**src/core/tccc_pkg.sv**
```systemverilog
// shared constants, types and decode functions for the counter control block
package tccc_pkg;

	// ==========================================================
	// register map: one index per control register
	localparam logic [3:0] OFS_CH0    = 4'h0;
	localparam logic [3:0] OFS_CH1    = 4'h1;
	localparam logic [3:0] OFS_CH2    = 4'h2;
	localparam logic [3:0] OFS_CH3    = 4'h3;
	localparam logic [3:0] OFS_CH4    = 4'h4;
	localparam logic [3:0] OFS_CH5_U  = 4'h5;
	localparam logic [3:0] OFS_CH5_V  = 4'h6;
	localparam logic [3:0] OFS_CH5_W  = 4'h7;
	localparam int         NCH        = 8;      // registers in total
	localparam logic [7:0] CTRL_RESET = 8'h00;  // every field resets to 0
	localparam logic [7:0] MASK_CH12  = 8'h7f;  // bit 7 reserved on ch1/2
	localparam logic [7:0] MASK_FULL  = 8'hff;

	// ==========================================================
	// prescaler taps: bit n of a free counter toggles every 2^n
	localparam int         PSC_W      = 10;
	localparam logic [3:0] TAP_DIV4   = 4'h1;
	localparam logic [3:0] TAP_DIV16  = 4'h3;
	localparam logic [3:0] TAP_DIV64  = 4'h5;
	localparam logic [3:0] TAP_DIV256 = 4'h7;
	localparam logic [3:0] TAP_DIV1K  = 4'h9;
	localparam logic [1:0] EDGE_RISE  = 2'b00;
	localparam logic [1:0] EDGE_FALL  = 2'b01;

	// ==========================================================
	// types
	typedef enum logic [2:0] {
		KIND_CH0, KIND_CH1, KIND_CH2, KIND_CH34, KIND_CH5
	} tccc_kind_type;

	typedef enum logic [2:0] {
		CLR_NONE, CLR_GRA, CLR_GRB, CLR_GRC, CLR_GRD, CLR_SYNC
	} tccc_clear_type;

	typedef enum logic [1:0] {
		SRC_DIV1, SRC_TAP, SRC_EXT, SRC_CASC
	} tccc_srckind_type;

	typedef struct packed {
		logic [2:0] clear_source_select;   // bits 7..5
		logic [1:0] count_edge_select;     // bits 4..3
		logic [2:0] clock_prescale_select; // bits 2..0
	} tccc_ctrl_type;

	typedef struct packed {
		tccc_srckind_type kind;
		logic [3:0]       tap;  // prescaler bit for SRC_TAP
		logic [1:0]       ext;  // pin a..d for SRC_EXT
	} tccc_src_type;

	typedef struct packed {
		logic [3:0] addr;
		logic [7:0] wdata;
		logic       wr;
		logic       rd;
	} tccc_bus_type;

	// ==========================================================
	// clear source decode; bit 7 is forced 0 on ch1/2 by the mask
	function automatic tccc_clear_type clear_decode(
		input logic [2:0] c);
		case (c[1:0])
			2'b01:   clear_decode = c[2] ? CLR_GRC : CLR_GRA;
			2'b10:   clear_decode = c[2] ? CLR_GRD : CLR_GRB;
			2'b11:   clear_decode = CLR_SYNC;
			default: clear_decode = CLR_NONE;
		endcase
	endfunction : clear_decode

	// ==========================================================
	// clock source decode per channel kind
	function automatic tccc_src_type src_decode(
		input tccc_kind_type k, input logic [2:0] p);
		src_decode = '{SRC_TAP, TAP_DIV4, 2'd0};
		case (p)
			3'd0: src_decode.kind = SRC_DIV1;
			3'd1: src_decode.tap = TAP_DIV4;
			3'd2: src_decode.tap = TAP_DIV16;
			3'd3: src_decode.tap = TAP_DIV64;
			default: begin
				case (k)
					KIND_CH0: src_decode = '{SRC_EXT, TAP_DIV4, p[1:0]};
					KIND_CH1: begin
						if (p == 3'd6)
							src_decode.tap = TAP_DIV256;
						else if (p == 3'd7)
							src_decode.kind = SRC_CASC;
						else
							src_decode = '{SRC_EXT, TAP_DIV4, p[1:0]};
					end
					KIND_CH2: begin
						if (p == 3'd7)
							src_decode.tap = TAP_DIV1K;
						else
							src_decode = '{SRC_EXT, TAP_DIV4, p[1:0]};
					end
					KIND_CH34: begin
						if (p[1])
							src_decode = '{SRC_EXT, TAP_DIV4, {1'b0, p[0]}};
						else
							src_decode.tap = p[0] ? TAP_DIV1K : TAP_DIV256;
					end
					default: begin
						if (p[1])
							src_decode.kind = SRC_DIV1;
						else
							src_decode.tap = p[0] ? TAP_DIV1K : TAP_DIV256;
					end
				endcase
			end
		endcase
	endfunction : src_decode

endpackage : tccc_pkg

```
**src/core/tccc_chan_clk.sv**
```systemverilog
// per-channel count enable generator: source select and edge select
`timescale 1ns/100ps
module tccc_chan_clk #(
	parameter tccc_pkg::tccc_kind_type KIND = tccc_pkg::KIND_CH0
) (
	input  wire logic                         clk,        // peripheral clock
	input  wire logic                         rstn,       // async, low
	input  wire tccc_pkg::tccc_ctrl_type      ctrl,       // control reg
	input  wire logic [tccc_pkg::PSC_W-1:0]   presc,      // free divider
	input  wire logic [3:0]                   ext_sync,   // synced pins
	input  wire logic                         casc_pulse, // ch2 ovf/udf
	input  wire logic                         phase_mode, // phase count
	output logic                              count_en    // one-cycle
);
	import tccc_pkg::*;

	// ==========================================================
	// selected source level and its previous value
	tccc_src_type src;         // decoded clock source
	logic         level;       // selected clock level this cycle
	logic         level_prev;  // level one cycle ago
	logic [1:0]   eff_edge;    // edge field as actually applied
	logic         rise;
	logic         fall;
	logic         next_count_en;

	assign src = src_decode(KIND, ctrl.clock_prescale_select);

	// level of the chosen internal tap or synced pin
	always_comb begin
		level = 1'b0;
		if (src.kind == SRC_TAP)
			level = presc[src.tap];
		else if (src.kind == SRC_EXT)
			level = ext_sync[src.ext];
	end

	// edge field only means something on /4 and slower sources
	assign eff_edge = (src.kind == SRC_TAP || src.kind == SRC_EXT) ?
		ctrl.count_edge_select : EDGE_RISE;

	assign rise = level & ~level_prev;
	assign fall = ~level & level_prev;

	// enable decision; phase mode hands counting to its own logic
	always_comb begin
		next_count_en = 1'b0;
		if (phase_mode) begin
			next_count_en = 1'b0;
		end else begin
			case (src.kind)
				SRC_DIV1: next_count_en = 1'b1;
				SRC_CASC: next_count_en = casc_pulse;
				default: begin
					if (eff_edge[1])
						next_count_en = rise | fall;
					else if (eff_edge == EDGE_FALL)
						next_count_en = fall;
					else
						next_count_en = rise;
				end
			endcase
		end
	end

	// history of the selected level
	always_ff @(posedge clk or negedge rstn) begin
		if (!rstn)
			level_prev <= 1'b0;
		else
			level_prev <= level;
	end

	// registered single-cycle enable, never a derived clock
	always_ff @(posedge clk or negedge rstn) begin
		if (!rstn)
			count_en <= 1'b0;
		else
			count_en <= next_count_en;
	end
endmodule : tccc_chan_clk

```
**src/core/tccc_top.sv**
```systemverilog
// counter control registers and count enable logic for eight counters
// Summary of operation
// - eight 8-bit read/write control registers
// - bits 7..5 choose clear source, reset 000
// - bits 4..3: rising, falling, or both
// - both-edge mode counts every edge
// - phase mode on ch1/2 overrides edges
// - edge choice applies to /4 and slower
// - /1 or cascade counts as reset edge
// - bits 2..0 choose clock, independent per channel
// - clear codes map to none, A-D, sync
// - ch1/2 bit 7 reads zero, ignores writes
// - ch0 clocks: /1, /4, /16, /64, pins a-d
// - ch1 code 111 counts ch2 overflow/underflow
`timescale 1ns/100ps
module tccc_top (
	input  wire logic                 clk,           // peripheral clock
	input  wire logic                 rstn,          // async, low
	input  wire tccc_pkg::tccc_bus_type bus,         // register access
	output logic [7:0]                rdata,         // read data, +1 cycle
	input  wire logic                 ext_clock_in_a, // external clock a
	input  wire logic                 ext_clock_in_b, // external clock b
	input  wire logic                 ext_clock_in_c, // external clock c
	input  wire logic                 ext_clock_in_d, // external clock d
	input  wire logic                 ch2_over_under, // ch2 wrap pulse
	input  wire logic [1:0]           phase_mode,    // ch1, ch2 phase
	output logic [7:0]                count_en,      // per-counter enable
	output tccc_pkg::tccc_clear_type  clear_mode [8] // per-counter clear
);
	import tccc_pkg::*;

	// ==========================================================
	// storage and shared timing
	tccc_ctrl_type    ctrl [NCH];     // control registers
	logic [PSC_W-1:0] presc;          // free-running prescaler
	logic [3:0]       ext_meta;       // first sync stage, read by sync2
	logic [3:0]       ext_sync;       // second sync stage
	logic [3:0]       ext_pins;
	logic             hit;            // address maps to a register

	assign ext_pins = {ext_clock_in_d, ext_clock_in_c,
		ext_clock_in_b, ext_clock_in_a};
	assign hit = (bus.addr <= OFS_CH5_W);

	// writable bit mask; reserved bit 7 on ch1/2 keeps its zero
	function automatic logic [7:0] wmask(input int i);
		wmask = (i == OFS_CH1 || i == OFS_CH2) ? MASK_CH12 : MASK_FULL;
	endfunction : wmask

	// channel kind for each register index
	function automatic tccc_kind_type kind_of(input int i);
		case (i)
			0:       kind_of = KIND_CH0;
			1:       kind_of = KIND_CH1;
			2:       kind_of = KIND_CH2;
			3, 4:    kind_of = KIND_CH34;
			default: kind_of = KIND_CH5;
		endcase
	endfunction : kind_of

	// ==========================================================
	// prescaler; one divider shared so taps stay phase aligned
	always_ff @(posedge clk or negedge rstn) begin
		if (!rstn)
			presc <= '0;
		else
			presc <= presc + 1'b1;
	end

	// ==========================================================
	// two-stage synchroniser for the external clock pins
	always_ff @(posedge clk or negedge rstn) begin
		if (!rstn) begin
			ext_meta <= '0;
			ext_sync <= '0;
		end else begin
			ext_meta <= ext_pins;
			ext_sync <= ext_meta;
		end
	end

	// ==========================================================
	// per-channel registers, decoders and enable generators
	genvar g;
	generate
		for (g = 0; g < NCH; g++) begin : g_ch
			// register write; no interlock with counting, software's job
			always_ff @(posedge clk or negedge rstn) begin
				if (!rstn)
					ctrl[g] <= tccc_ctrl_type'(CTRL_RESET);
				else if (bus.wr && bus.addr == 4'(g))
					ctrl[g] <= tccc_ctrl_type'(bus.wdata & wmask(g));
			end

			// clear source decode straight from the register
			assign clear_mode[g] = clear_decode(ctrl[g].clear_source_select);

			tccc_chan_clk #(
				.KIND (kind_of(g))
			) u_clk (
				.clk        (clk),
				.rstn       (rstn),
				.ctrl       (ctrl[g]),
				.presc      (presc),
				.ext_sync   (ext_sync),
				.casc_pulse (ch2_over_under),
				.phase_mode ((g == 1) ? phase_mode[0] :
					(g == 2) ? phase_mode[1] : 1'b0),
				.count_en   (count_en[g])
			);
		end
	endgenerate

	// ==========================================================
	// read port; unmapped indices answer zero
	always_ff @(posedge clk or negedge rstn) begin
		if (!rstn)
			rdata <= '0;
		else if (bus.rd && hit)
			rdata <= ctrl[bus.addr[2:0]];
		else
			rdata <= '0;
	end
endmodule : tccc_top

```
**config.mk**
```make
export PLATFORM = sky130hd
export DESIGN_NAME = tccc_top
export DESIGN_NICKNAME = d
export VERILOG_FILES = /design/src/core/tccc_pkg.sv /design/src/core/tccc_chan_clk.sv /design/src/core/tccc_top.sv
export SDC_FILE = /design/constraint.sdc
export NUM_CORES = 1
export LEC_CHECK = 0
export CORE_AREA = 2 2 194 101
export CTS_CLUSTER_DIAMETER = 60
export DETAILED_ROUTE_END_ITERATION = 16
export DIE_AREA = 0 0 196 103
export DONT_BUFFER_PORTS = 1
export PLACE_DENSITY = 0.42
export SLEW_MARGIN = 20
export SYNTH_ARGS = -nofsm -noshare
export SYNTH_HDL_FRONTEND = slang
export SYNTH_SLANG_ARGS = --single-unit
export TNS_END_PERCENT = 100
```
**constraint.sdc**
```tcl
create_clock -name clk -period 3.2 [get_ports clk]
set_clock_uncertainty 0.15 [all_clocks]
set_input_delay 0.32 -clock clk [delete_from_list [all_inputs] [get_ports clk]]
set_output_delay 0.32 -clock clk [all_outputs]
set_load 0.005 [all_outputs]
```
==> metrics.cfg <==
[status]
status = completed

[route]
vias = 3691
wirelength_um = 14700
drtAntennaViolNets = 0
via_per_inst = 4.95
drc = 0
drtPass1Iterations = 4
wl_per_cell_um = 19.8
drtIter0Drc = 193

[final_layout]
drive_gt1_share_pct = 21.7
final_common_cell = dfrtp_1
final_cell_mix = 104 x dfrtp_1, 60 x mux2_2, 42 x nand2_1
fin_nets = 544
fin_area_sq_um = 6410
synthToLayoutAreaGrowth_pct = 10.8

[min_path]
min_from = bus[11]
worstHoldPathType = in2reg
holdPathStages = 3
worstHoldEndpoint = rdata[7]

[logic_synthesis]
synth_cell_types = 53
synth-seq-area-share_pct = 45.0
synth_cells = 498
syn_area_sq_um = 5790
synth-seq-cells = 104
synth_edf_count = 0
synth_area_per_cell_sq_um = 11.6
syn-num-nets = 550
yosysWarnings = 0
synthFlopType = dfrtp_1
async_flop_share_pct = 100

[die]
start_util_pct = 30.9
die_y_um = 103
dieWidth_um = 196
core_area_sq_um = 18700
die-area_sq_um = 20200
row_count = 36
ios = 63

[timing]
hold_viol_final = 0
period_share_pct = 76.4
worst_slew_pin_slew_ps = 802
finalCriticalPeriod_ps = 2440
drv_slew = 0
final-setup-viol-count = 0
rsz0062_at_grt = false
slew_headroom_pct = 46.4
max_freq_mhz = 409
tns_ps = 0

[critical_path]
startpoint_type = flip-flop
critical-path-top-delay-family = compound AO/OA/AOI/OAI gates
critPathBufInv = 0
crit_required_ps = 3310
cp_common_cell = mux2i_1
setup.worst_path.end_class = flip-flop
max_stage_delay_ps = 530
path_cells = mux2_2 > a22oi_1 > nor2_1 > a221o_1 > ha_1 > mux2i_1 > mux2i_1 > a311oi_1
cp_slowest_cell = dfrtp_1
worst-path-max-fanout = 11
arrival_ps = 2550
critical_path_class = reg2reg
r2r-start = presc[3]
rr_endpoint = g_ch[1].u_clk.count_en
reg2reg_setup_slack_ps = 760
r2r_cells = 8

[clocking]
cts_made_buffers = 9
clockRootBuffer = clkbuf_16
cts-resized-gates = 0
htree_num_levels = 3
cts_sinks = 104
cts_hold_buf = 19
cts_buffer_depth = 2
cts_setup_buffers = 0
clk_latency_ps = 360
clk_pin_slew_ps = 80
cts_tree = done

[power_and_ir_drop]
p_per_area_nw_per_um2 = 639
max-vdd-ir-drop_uv = 287
cellLeakagePower_nw = 2.77

[grt]
grt_first_pass_wirelength_um = 22800
antenna_found_initial = 3
grt_pass1_vias = 3656
grt_use_total_pct = 15.4
grt-ovfl-total = 0
grt_max_degree = 105

[placed_design]
placed_area_sq_um = 5890
hpwl_um = 10600
portBuffers = 0
place.gp.congestion = 0.764

[job]
maxCapViolCount = 0

[per-stage QoR]
stage	cells	setup slack, ps	hold WS, ps	power, mW	util (%)
3_5_place_dp	709	763	-122	2.92	31.5
2_1_floorplan	498	922	-126	2.73	-
4_1_cts	744	753	4.25	4.16	34.2
3_3_place_gp	709	791	-121	2.90	31.5
5_1_grt	744	542	55.4	4.39	34.2
6_report	745	756	24.8	4.10	34.2
[cells in the mapped netlist (all sizes together), types with 11 or more instances]
library cell	count	area, sq um
nor2	21	81.3
inv	24	90.1
a21oi	18	90.1
clkbuf	18	67.6
mux2	68	796
nand3b	12	103
nand2b	11	68.8
nand2	42	158
ha	29	363
mux4	17	383
dfrtp	104	2600
o21ai	16	80.1
buf	19	140
[routing by layer]
metal / track usage, % / part of all wire (%)
met1: 24.8 / 57
met5: 0 / 0.20
met3: 4.51 / 4.0
met2: 19.3 / 38
met4: 3.32 / 0.42
[flip-flops by register name (all words and copies together), names as in the netlist]
register               cells
g_ch.u_clk.level_prev      8
rdata                      8
ext_sync                   4
ctrl                      62
g_ch.u_clk.count_en        8
ext_meta                   4
presc                     10
[tightest hold or removal path, stage by stage]
cell and delay (ps):
nor2_1 30, nand2_1 60, a311oi_1 80
[cells by family after synthesis]
family / Yosys count / synth area share (%)
AND/OR/NAND/NOR: 124 / 11.6
buffers and inverters: 62 / 5.21
adder cells (fa/ha/maj): 29 / 6.27
XOR/XNOR: 10 / 1.51
multiplexers: 92 / 21.6
flip-flops: 104 / 45.0
AO/OA/AOI/OAI: 77 / 8.82
[how the worst max path moves through the flow]
stage	startpoint	endpoint	slack, ps	cells after the start
after floorplan	ctrl[40]	g_ch[2].u_clk.count_en	920	11
after global placement	presc[3]	g_ch[1].u_clk.count_en	790	8
after detailed placement	presc[3]	g_ch[1].u_clk.count_en	760	8
after CTS	presc[3]	g_ch[1].u_clk.count_en	750	8
after global routing	ctrl[40]	g_ch[2].u_clk.count_en	540	10
final	presc[3]	g_ch[1].u_clk.count_en	760	8
[area by class of cell]
cell class	instances	area, sq um
Antenna cell	1	2.50
Tap cell	247	309
Timing Repair Buffer	20	215
Sequential cell	104	2600
Clock buffer	9	225
Fill cell	1852	12300
Multi-Input combinational cell	332	2880
Clock inverter	7	81.3
Inverter	25	93.8
[report_power, final]
part	switching [mW]	internal [mW]
registers	0.375	1.58
logic	0.442	0.557
clock network	0.525	0.617
total	1.34	2.76
(Power assumes the default switching activity.)
